==> src/adc_pkg.sv <==
// Shared constants of the converter control and result block.
// Assumes a single 40 MHz system clock and an Avalon-MM register slave.
package adc_pkg;
    localparam int unsigned DATA_W        = 8;
    localparam int unsigned CHAN_W        = 5;
    localparam int unsigned REF_W         = 2;
    localparam int unsigned DIV_W         = 3;
    localparam int unsigned RES_W         = 10;
    localparam int unsigned CODE_W        = 11;
    localparam int unsigned EV_W          = 2;
    localparam int unsigned ADDR_W        = 10;
    localparam int unsigned IDX_W         = 8;
    // Register indices; the byte address is four times the index.
    localparam logic [7:0] IDX_RES_LO    = 8'h78;
    localparam logic [7:0] IDX_RES_HI    = 8'h79;
    localparam logic [7:0] IDX_CTRL      = 8'h7A;
    localparam logic [7:0] IDX_SEL       = 8'h7C;
    localparam logic [7:0] IDX_EV_STAT   = 8'h80;
    localparam logic [7:0] IDX_EV_CLR    = 8'h81;
    localparam logic [7:0] IDX_EV_EN     = 8'h82;
    // Field positions of the control and status register.
    localparam int unsigned CTRL_EN_BIT   = 7;
    localparam int unsigned CTRL_START_BIT = 6;
    localparam int unsigned CTRL_ATE_BIT  = 5;
    localparam int unsigned CTRL_FLAG_BIT = 4;
    localparam int unsigned CTRL_IE_BIT   = 3;
    // Field positions of the input and reference select register.
    localparam int unsigned SEL_REF_LSB   = 6;
    localparam int unsigned SEL_ALIGN_BIT = 5;
    localparam logic [7:0] CTRL_RESET    = 8'h00;
    localparam logic [7:0] SEL_RESET     = 8'h00;
    localparam logic [1:0] EV_RESET      = 2'h0;
    // Event bits.
    localparam int unsigned EV_DONE       = 0;
    localparam int unsigned EV_LOST       = 1;
    // Conversion lengths in converter clock cycles, less one.
    localparam logic [4:0] LEN_FIRST     = 5'h18;
    localparam logic [4:0] LEN_NORMAL    = 5'h0C;
    // Channel decoding.
    localparam logic [4:0] CH_BANDGAP    = 5'h1E;
    localparam logic [4:0] CH_GROUND     = 5'h1F;
    localparam logic [2:0] CH_N2_LIMIT   = 3'h6;
    localparam logic [1:0] KIND_PIN      = 2'h0;
    localparam logic [1:0] KIND_BANDGAP  = 2'h1;
    localparam logic [1:0] KIND_GROUND   = 2'h2;
    localparam logic [1:0] KIND_UNUSED   = 2'h3;
    localparam logic [1:0] NEG_NONE      = 2'h0;
    localparam logic [1:0] NEG_IN1       = 2'h1;
    localparam logic [1:0] NEG_IN2       = 2'h2;
    localparam logic [1:0] REF_INTERNAL  = 2'h3;
    // Result codes.
    localparam logic [9:0] SE_MAX        = 10'h3FF;
    localparam logic [9:0] DIFF_MAX      = 10'h1FF;
    localparam logic [9:0] DIFF_MIN      = 10'h200;
    localparam logic signed [10:0] DIFF_HI_S = 11'sh1FF;
    localparam logic signed [10:0] DIFF_LO_S = 11'sh600;
    typedef enum logic [1:0] {ST_IDLE = 2'b01, ST_CONV = 2'b10} conv_state_t;
endpackage

==> src/adc_control_result_regs.sv <==
// Converter control, channel and reference hold, and result registers.
// Assumes an Avalon-MM master on mclk and a converter core on the same clock.
// Notes on behaviour
// [RL1] Result updates only on conversion completion.
// [RL2] Single-ended code unsigned, saturates at 0x3FF.
// [RL3] Differential code two's complement, clamped to range.
// [RL4] Reference field selects external, supply, internal.
// [RL5] Reference change waits for running conversion end.
// [RL6] Alignment bit changes presentation immediately.
// [RL7] Channel field decodes pins, pairs, bandgap, ground.
// [RL8] Channel change waits for running conversion end.
// [RL9] Enable powers converter; clearing aborts conversion.
// [RL10] Software starts each single conversion.
// [RL11] First conversion 25 cycles, later ones 13.
// [RL12] Start bit reads busy; writing zero ignored.
// [RL13] Done flag set on completion, cleared by one.
// [RL14] Result byte layout follows alignment bit.
// [RL15] Low byte read locks result until high read.
// [RL16] Divider code selects system clock divide ratio.
`timescale 1ns/1ps
module adc_control_result_regs import adc_pkg::*; (
    input  wire logic              mclk,
    input  wire logic              rst_b,
    input  wire logic [ADDR_W-1:0] avs_address,
    input  wire logic              avs_read,
    input  wire logic              avs_write,
    input  wire logic [31:0]       avs_writedata,
    input  wire logic [3:0]        avs_byteenable,
    output logic      [31:0]       avs_readdata,
    output logic                   avs_waitrequest,
    input  wire logic [CODE_W-1:0] core_code,
    input  wire logic              vector_taken,
    output logic                   core_power,
    output logic                   core_sample,
    output logic                   core_init,
    output logic      [2:0]        chan_pos,
    output logic      [1:0]        chan_neg,
    output logic      [1:0]        chan_kind,
    output logic      [REF_W-1:0]  ref_sel,
    output logic                   internal_ref_on,
    output logic                   conv_done_irq,
    output logic                   irq
);
    conv_state_t       state_r;
    logic              wait_r;
    logic [31:0]       rdata_r;
    logic              en_r;
    logic              ate_r;
    logic              ie_r;
    logic [DIV_W-1:0]  div_r;
    logic              flag_r;
    logic [7:0]        sel_r;
    logic [4:0]        tcnt_r;
    logic              first_r;
    logic              conv_first_r;
    logic [RES_W-1:0]  result_r;
    logic              lock_r;
    logic [2:0]        pos_r;
    logic [1:0]        neg_r;
    logic [1:0]        kind_r;
    logic [REF_W-1:0]  ref_r;
    logic              int_ref_r;
    logic              sample_r;
    logic              done_irq_r;
    logic              irq_r;
    logic [EV_W-1:0]   ev_stat_r;
    logic [EV_W-1:0]   ev_en_r;
    logic [4:0]        hlp_ticks_r;
    wire               tick;
    wire  [7:0]        res_lo;
    wire  [7:0]        res_hi;

    // Bus decode; a request completes at the edge where waitrequest is low.
    wire [IDX_W-1:0]  idx      = avs_address[ADDR_W-1:2];
    wire              req      = avs_read | avs_write;
    wire              rd_acc   = avs_read & ~wait_r;
    wire              wr_acc   = avs_write & ~wait_r & avs_byteenable[0];
    wire [7:0]        wd       = avs_writedata[7:0];
    wire              hit_lo   = idx == IDX_RES_LO;
    wire              hit_hi   = idx == IDX_RES_HI;
    wire              hit_ctrl = idx == IDX_CTRL;
    wire              hit_sel  = idx == IDX_SEL;
    wire              hit_evs  = idx == IDX_EV_STAT;
    wire              hit_evc  = idx == IDX_EV_CLR;
    wire              hit_eve  = idx == IDX_EV_EN;
    wire              wr_ctrl  = wr_acc & hit_ctrl;
    wire              lo_cap   = avs_read & wait_r & hit_lo;
    wire              busy     = state_r == ST_CONV;

    // Conversion control decode.
    wire              start_req = wr_ctrl & wd[CTRL_START_BIT] & wd[CTRL_EN_BIT]; // RL12
    wire              abort     = wr_ctrl & ~wd[CTRL_EN_BIT];
    wire              start_go  = state_r == ST_IDLE & start_req;
    wire [4:0]        conv_len  = conv_first_r ? LEN_FIRST : LEN_NORMAL; // RL11
    wire              done_p    = busy & tick & tcnt_r == conv_len & ~abort;
    wire              restart   = done_p & ate_r;
    wire              flag_clr  = (wr_ctrl & wd[CTRL_FLAG_BIT]) | vector_taken; // RL13
    wire [EV_W-1:0]   ev_set    = {done_p & (lock_r | lo_cap), done_p};
    wire [EV_W-1:0]   ev_clr    = (wr_acc & hit_evc) ? wd[EV_W-1:0] : '0;
    wire [7:0]        ctrl_rd   = {en_r, busy, ate_r, flag_r, ie_r, div_r}; // RL12

    // Channel decode of the pending selection.
    wire [4:0]        ch      = sel_r[CHAN_W-1:0];
    wire              pair_n1 = ch[4:3] == 2'b10;
    wire              pair_n2 = ch[4:3] == 2'b11 && ch[2:0] < CH_N2_LIMIT;
    wire [1:0]        dec_neg = pair_n1 ? NEG_IN1 : (pair_n2 ? NEG_IN2 : NEG_NONE); // RL7
    wire [1:0]        dec_kind = (ch == CH_BANDGAP) ? KIND_BANDGAP : // RL7
                                 (ch == CH_GROUND) ? KIND_GROUND :
                                 (ch[4:3] == 2'b01 || (ch[4:3] == 2'b11 && !pair_n2)) ? KIND_UNUSED :
                                 KIND_PIN;
    wire              hold_ok = ~busy | done_p;

    // Result coding for the applied input mode.
    wire signed [10:0] code_s   = $signed(core_code);
    wire [9:0]        se_code   = core_code[10] ? SE_MAX : core_code[9:0]; // RL2
    wire [9:0]        diff_code = (code_s > DIFF_HI_S) ? DIFF_MAX : // RL3
                                  (code_s < DIFF_LO_S) ? DIFF_MIN : core_code[9:0];
    wire [9:0]        new_res   = (neg_r != NEG_NONE) ? diff_code : se_code;

    wire [7:0]        rd_mux = hit_lo ? res_lo :
                               hit_hi ? res_hi :
                               hit_ctrl ? ctrl_rd :
                               hit_sel ? sel_r :
                               hit_evs ? {6'h00, ev_stat_r} :
                               hit_eve ? {6'h00, ev_en_r} : 8'h00;

    conv_clock_divider #(.CODE_W(DIV_W)) u_div (
        .mclk     (mclk),
        .rst_b    (rst_b),
        .run      (busy & ~restart),
        .div_code (div_r),
        .tick     (tick)
    );

    result_presenter u_pres (
        .result     (result_r),
        .left_align (sel_r[SEL_ALIGN_BIT]),
        .res_lo     (res_lo),
        .res_hi     (res_hi)
    );

    always_ff @(posedge mclk) begin
        if (!rst_b) begin
            wait_r  <= 1'b1;
            rdata_r <= 32'h0000_0000;
        end else begin
            wait_r <= ~(req & wait_r);
            if (req & wait_r) begin
                rdata_r <= {24'h00_0000, rd_mux};
            end
        end
    end

    always_ff @(posedge mclk) begin
        if (!rst_b) begin
            {en_r, ate_r, ie_r, div_r} <= {CTRL_RESET[7], CTRL_RESET[5], CTRL_RESET[3], CTRL_RESET[2:0]};
            sel_r   <= SEL_RESET;
            ev_en_r <= EV_RESET;
        end else begin
            if (wr_ctrl) begin
                {en_r, ate_r, ie_r, div_r} <= {wd[7], wd[5], wd[3], wd[2:0]}; // RL9
            end
            if (wr_acc & hit_sel) begin
                sel_r <= wd;
            end
            if (wr_acc & hit_eve) begin
                ev_en_r <= wd[EV_W-1:0];
            end
        end
    end

    // Conversion sequencer.
    always_ff @(posedge mclk) begin
        if (!rst_b) begin
            state_r      <= ST_IDLE;
            tcnt_r       <= 5'h00;
            conv_first_r <= 1'b0;
            sample_r     <= 1'b0;
        end else begin
            sample_r <= start_go | restart;
            case (state_r)
                ST_IDLE: begin
                    if (start_go) begin // RL10
                        state_r      <= ST_CONV;
                        tcnt_r       <= 5'h00;
                        conv_first_r <= first_r; // RL11
                    end
                end
                ST_CONV: begin
                    if (abort) begin // RL9
                        state_r      <= ST_IDLE;
                        conv_first_r <= 1'b0;
                    end else if (done_p) begin
                        state_r      <= ate_r ? ST_CONV : ST_IDLE;
                        tcnt_r       <= 5'h00;
                        conv_first_r <= 1'b0;
                    end else if (tick) begin
                        tcnt_r <= tcnt_r + 5'h01;
                    end
                end
                default: begin
                    state_r <= ST_IDLE;
                end
            endcase
        end
    end

    // A conversion started while disabled or together with enable initialises.
    always_ff @(posedge mclk) begin
        if (!rst_b) begin
            first_r <= 1'b1;
        end else if (start_go) begin
            first_r <= 1'b0;
        end else if (!en_r) begin
            first_r <= 1'b1; // RL11
        end
    end

    // Channel and reference reach the core only between conversions.
    always_ff @(posedge mclk) begin
        if (!rst_b) begin
            pos_r     <= 3'h0;
            neg_r     <= NEG_NONE;
            kind_r    <= KIND_PIN;
            ref_r     <= SEL_RESET[7:6];
            int_ref_r <= 1'b0;
        end else if (hold_ok) begin
            pos_r     <= ch[2:0]; // RL8
            neg_r     <= dec_neg;
            kind_r    <= dec_kind;
            ref_r     <= sel_r[SEL_REF_LSB +: REF_W]; // RL5
            int_ref_r <= sel_r[SEL_REF_LSB +: REF_W] == REF_INTERNAL; // RL4
        end
    end

    always_ff @(posedge mclk) begin
        if (!rst_b) begin
            result_r <= 10'h000;
            lock_r   <= 1'b0;
        end else begin
            // The lock starts at the edge that captures the low byte, so the pair never tears.
            if (done_p & ~lock_r & ~lo_cap) begin
                result_r <= new_res; // RL1
            end
            if (lo_cap) begin
                lock_r <= 1'b1; // RL15
            end else if (rd_acc & hit_hi) begin
                lock_r <= 1'b0;
            end
        end
    end

    // Flags: a setting event wins over a clear in the same cycle.
    always_ff @(posedge mclk) begin
        if (!rst_b) begin
            flag_r     <= 1'b0;
            ev_stat_r  <= EV_RESET;
            done_irq_r <= 1'b0;
            irq_r      <= 1'b0;
        end else begin
            flag_r     <= done_p | (flag_r & ~flag_clr); // RL13
            ev_stat_r  <= ev_set | (ev_stat_r & ~ev_clr);
            done_irq_r <= flag_r & ie_r;
            irq_r      <= |(ev_stat_r & ev_en_r);
        end
    end

    always_ff @(posedge mclk) begin
        if (!rst_b || start_go || restart) begin
            hlp_ticks_r <= 5'h00;
        end else if (busy & tick) begin
            hlp_ticks_r <= hlp_ticks_r + 5'h01;
        end
    end

    assign avs_readdata    = rdata_r;
    assign avs_waitrequest = wait_r;
    assign core_power      = en_r;
    assign core_sample     = sample_r;
    assign core_init       = conv_first_r;
    assign chan_pos        = pos_r;
    assign chan_neg        = neg_r;
    assign chan_kind       = kind_r;
    assign ref_sel         = ref_r;
    assign internal_ref_on = int_ref_r;
    assign conv_done_irq   = done_irq_r;
    assign irq             = irq_r;
endmodule // adc_control_result_regs

==> src/conv_clock_divider.sv <==
// Prescaler that turns the system clock into converter clock ticks.
// Assumes run is a same-clock level; counting restarts while run is low.
`timescale 1ns/1ps
module conv_clock_divider import adc_pkg::*; #(
    parameter int unsigned CODE_W = DIV_W
) (
    input  wire logic              mclk,
    input  wire logic              rst_b,
    input  wire logic              run,
    input  wire logic [CODE_W-1:0] div_code,
    output logic                   tick
);
    localparam int unsigned CNT_W = 1 << CODE_W;
    if (CODE_W < 1 || CODE_W > 4) begin : g_chk
        $error("Divider code width out of range.");
    end
    logic [CNT_W-1:0] cnt_r;
    logic [CNT_W-1:0] limit;
    logic             tick_r;
    // Codes zero and one both divide by two, then each code doubles. // RL16
    assign limit = (div_code <= CODE_W'(1)) ? CNT_W'(1) : CNT_W'((CNT_W'(1) << div_code) - CNT_W'(1));
    always_ff @(posedge mclk) begin
        if (!rst_b || !run || cnt_r == limit) begin
            cnt_r <= '0;
        end else begin
            cnt_r <= cnt_r + CNT_W'(1);
        end
    end
    always_ff @(posedge mclk) begin
        if (!rst_b) begin
            tick_r <= 1'b0;
        end else begin
            tick_r <= run && cnt_r == limit;
        end
    end
    assign tick = tick_r;
endmodule // conv_clock_divider

==> src/result_presenter.sv <==
// Places the ten-bit result into the low and high result bytes.
// Assumes the alignment bit may change at any time; output follows at once.
`timescale 1ns/1ps
module result_presenter import adc_pkg::*; (
    input  wire logic [RES_W-1:0]  result,
    input  wire logic              left_align,
    output logic      [DATA_W-1:0] res_lo,
    output logic      [DATA_W-1:0] res_hi
);
    // Left: bits 9:2 high, bits 1:0 on top of low; right: bits 9:8 low of high. // RL14
    assign res_lo = left_align ? {result[1:0], 6'h00} : result[7:0]; // RL6
    assign res_hi = left_align ? result[9:2] : {6'h00, result[9:8]}; // RL6
endmodule // result_presenter

==> config.mk <==
export PLATFORM = sky130hd
export DESIGN_NAME = adc_control_result_regs
export DESIGN_NICKNAME = d
export VERILOG_FILES = /design/src/adc_pkg.sv /design/src/adc_control_result_regs.sv /design/src/conv_clock_divider.sv /design/src/result_presenter.sv
export SDC_FILE = /design/constraint.sdc
export NUM_CORES = 1
export LEC_CHECK = 0
export ABC_AREA = 1
export BUFFER_PORTS_ARGS = -buffer_cell sky130_fd_sc_hd__buf_4
export CAP_MARGIN = 20
export CORE_ASPECT_RATIO = 0.6
export CORE_MARGIN = 2
export CORE_UTILIZATION = 25
export CTS_CLUSTER_SIZE = 28
export DETAILED_ROUTE_END_ITERATION = 8
export GPL_ROUTABILITY_DRIVEN = 0
export SLEW_MARGIN = 20
export SYNTH_ARGS = -nofsm -noshare
export SYNTH_HDL_FRONTEND = slang
export SYNTH_HIERARCHICAL = 1
export SYNTH_SLANG_ARGS = --single-unit
==> constraint.sdc <==
create_clock -name mclk -period 2.4 [get_ports mclk]
set_clock_uncertainty 0.1 [all_clocks]
set_input_delay 0.48 -clock mclk [delete_from_list [all_inputs] [get_ports mclk]]
set_output_delay 0.48 -clock mclk [all_outputs]
set_load 0.05 [all_outputs]
==> impl_metrics.env <==
export IMPL_status="finished, final reports clean"
export IMPL_diodes=0
export IMPL_nNetsFinal=723
export IMPL_layout_drive_gt1_share_pct=20.9
export IMPL_htreeDepth=3
export IMPL_area_growth_synth_to_final_pct=20.5
export IMPL_ir_drop_uv=284
export IMPL_drt_iter0_drc=324
export IMPL_wl_per_cell_um=12.8
export IMPL_max_freq_mhz=500
export IMPL_setup_viol=0
export IMPL_synth_top_area_share_pct=34.0
export IMPL_start_util_pct=25.5
export IMPL_finalMaxSlewViolations=0
export IMPL_rrSetupSlack_ps=400
export IMPL_setup_ws_ps=400
export IMPL_die_w_um=170
export IMPL_ys_async_sr_fraction_pct=0
export IMPL_grt_pass1_vias=3297
export IMPL_relSlewSlack_pct=58.7
export IMPL_finalCritPeriodShare_pct=83.3
export IMPL_synth_area_um2=4120
export IMPL_pre_cts_ws_ps=214
export IMPL_worst_pin_slew_ps=617
export IMPL_num_io_pins=110
export IMPL_dieArea_um2=17600
export IMPL_rsz0062_at_grt="no"
export IMPL_synth_most_common_cell="nand2_1"
export IMPL_hold_class="input pin to flop"
export IMPL_vias=3779
export IMPL_wl_mm=11.1
export IMPL_clock_sinks=70
export IMPL_cp_max_fo=19
export IMPL_nFillCells=1780
export IMPL_grt_overflow=0
export IMPL_cts_root_buffer="clkbuf_16"
export IMPL_antenna_found_initial=0
export IMPL_clock_latency_ps=350
export IMPL_cts_clk_slew_worst_paths_ps=60
export IMPL_synth_edff_count=0
export IMPL_ant_nets=0
export IMPL_synth_seq_area_share_pct=34.0
export IMPL_synth_top_family_by_area="simple AND/OR/NAND/NOR gates"
export IMPL_std_cell_rows=36
export IMPL_ys_top_cells_by_area="dfxtp_1 (34%), nand2_1 (11%), inv_1 (7.6%), a21oi_1 (5.9%), nor2_1 (5.4%)"
export IMPL_grt_max_degree=42
export IMPL_ys_top_cells_by_count="nand2_1 (118), inv_1 (83), dfxtp_1 (70), nor2_1 (59), a21oi_1 (49)"
export IMPL_synth_compound_area_share_pct=15.9
export IMPL_power_leakage_nw=2.22
export IMPL_dp_final_hpwl_mm=8.66
export IMPL_synth_ff_type="dfxtp_1"
export IMPL_vias_per_cell=4.35
export IMPL_power_density_nw_per_um2=649
export IMPL_cp_end_kind="flop"
export IMPL_post_route_cell_area_um2=4970
export IMPL_final_util_pct=30.7
export IMPL_io_buffers=56
export IMPL_cts_made_buffers=9
export IMPL_cts_tree="done"
export IMPL_worstPathRequired_ps=2520
export IMPL_synth_adder_area_share_pct=1.82
export IMPL_die_y_um=103
export IMPL_cts_max_path_buffers=2
export IMPL_yosysUniqueCellTypes=41
export IMPL_fin_crit_ps=2000
export IMPL_ys_ff_latch=70
export IMPL_drc=0
export IMPL_critical_path_startpoint_type="flop"
export IMPL_first_pass_iters=5
export IMPL_synth_area_mux_share_pct=0
export IMPL_core_area_um2=16200
export IMPL_place_area_um2=4660
export IMPL_synth_xor_area_share_pct=1.91
export IMPL_cap_violations=0
export IMPL_synth_top_area_cell="dfxtp_1"
export IMPL_hold_viol=0
export IMPL_netlist_instances=595
export IMPL_post_cts_buffers=0
export IMPL_yosysWarnings=6
export IMPL_grt_total_usage_pct=13.5
export IMPL_synthSimpleGateAreaFrac_pct=30.5
export IMPL_tns_ps=0
export IMPL_critPathArrivalTime_ps=2120
export IMPL_syn_avg_cell_area_um2=6.93
export IMPL_critPathKind="flop to flop"
export IMPL_grt_pass1_wl_mm=17.8
final cells by class:
cell class	instances	area [µm²]	area share (%)
inverter	91	343	6.90
multi-input combinational	417	2160	43.5
sequential	70	1400	28.2
clock buffer	9	225	4.53
tap	209	262	5.26
timing repair buffer	66	495	9.97
clock inverter	7	81.3	1.64
path summary, 6_finish.rpt:
check                        from              end  cells after the start
hold reg to reg   avs_readdata[1]  avs_readdata[1]                      2
setup reg to reg        tcnt_r[0]     chan_kind[1]                     11
setup / recovery        tcnt_r[0]     chan_kind[1]                     11
hold / removal           avs_read           lock_r                      2
cell families (layout without fill, tap and decap cells):
family          after synthesis  after routing
other cells                   1             24
fa+ha+maj                     6              6
simple gates                260            260
buf+inv                     131            173
compound gates              118            118
flops                        70             70
xor+xnor                      9              9
cell usage in the layout, fill, tap and decap left out, drive strengths merged, types with 2 or more instances in the layout:
| cell type | n |
|---|---|
| nand2 | 136 |
| conb | 24 |
| o22ai | 5 |
| nor3 | 4 |
| inv | 90 |
| o211ai | 3 |
| o21bai | 4 |
| o21a | 2 |
| nand3 | 33 |
| o2111ai | 2 |
| nand4 | 10 |
| buf | 66 |
| clkinv | 6 |
| nor2 | 77 |
| o21ai | 45 |
| dfxtp | 70 |
| a21oi | 54 |
| clkbuf | 9 |
| ha | 6 |
| a31oi | 2 |
| xor2 | 7 |
| xnor2 | 2 |
worst max-delay path, cell delays in order (launching register included):
cell and delay, ps:
dfxtp_1 340, inv_1 90, ha_1 160, nand2_1 60, nor2_1 100, nand2_1 70
nor2_2 90, nand3_2 240, nand2_2 380, nand2_1 100, o21ai_1 90, nor2_1 50
layer usage:
layer / part of all wire, % / wire length [µm] / global-route usage, %
met5: 0 / 0 / 0
met2: 34 / 3820 / 16.6
met1: 57 / 6280 / 21.4
met3: 7.8 / 866 / 4.15
met4: 1.0 / 116 / 3.94
per-stage QoR:
step / hold WS (ps) / instances / power (mW)
2_1_floorplan: 336 / 618 / 1.74
3_5_place_dp: 361 / 853 / 1.86
5_1_grt: 245 / 869 / 3.38
6_report: 255 / 869 / 3.22
4_1_cts: 243 / 869 / 3.26
3_3_place_gp: 358 / 853 / 1.86
what timing repair did:
item / 4_1_cts / 5_1_grt
resized for setup: 0 / 1
hold buffers: 0 / 0
endpoints found under the setup margin: 0 / 4
state kept, by name, summed over array words and instances, names as in the netlist, 2 cells and up:
name / count
result_r: 10
avs_readdata: 8
sel_r: 8
u_div/cnt_r: 8
tcnt_r: 5
chan_pos: 3
div_r: 3
chan_kind: 2
chan_neg: 2
ev_en_r: 2
ev_stat_r: 2
ref_sel: 2
state_r: 2
where the power goes:
part | switching (mW) | leakage (nW) | internal, mW
clock | 0.563 | 0.147 | 0.817
sequential | 0.0247 | 0.565 | 1.19
combinational | 0.441 | 1.51 | 0.186
total | 1.03 | 2.22 | 2.20
Power figures use the tool's default switching activity.
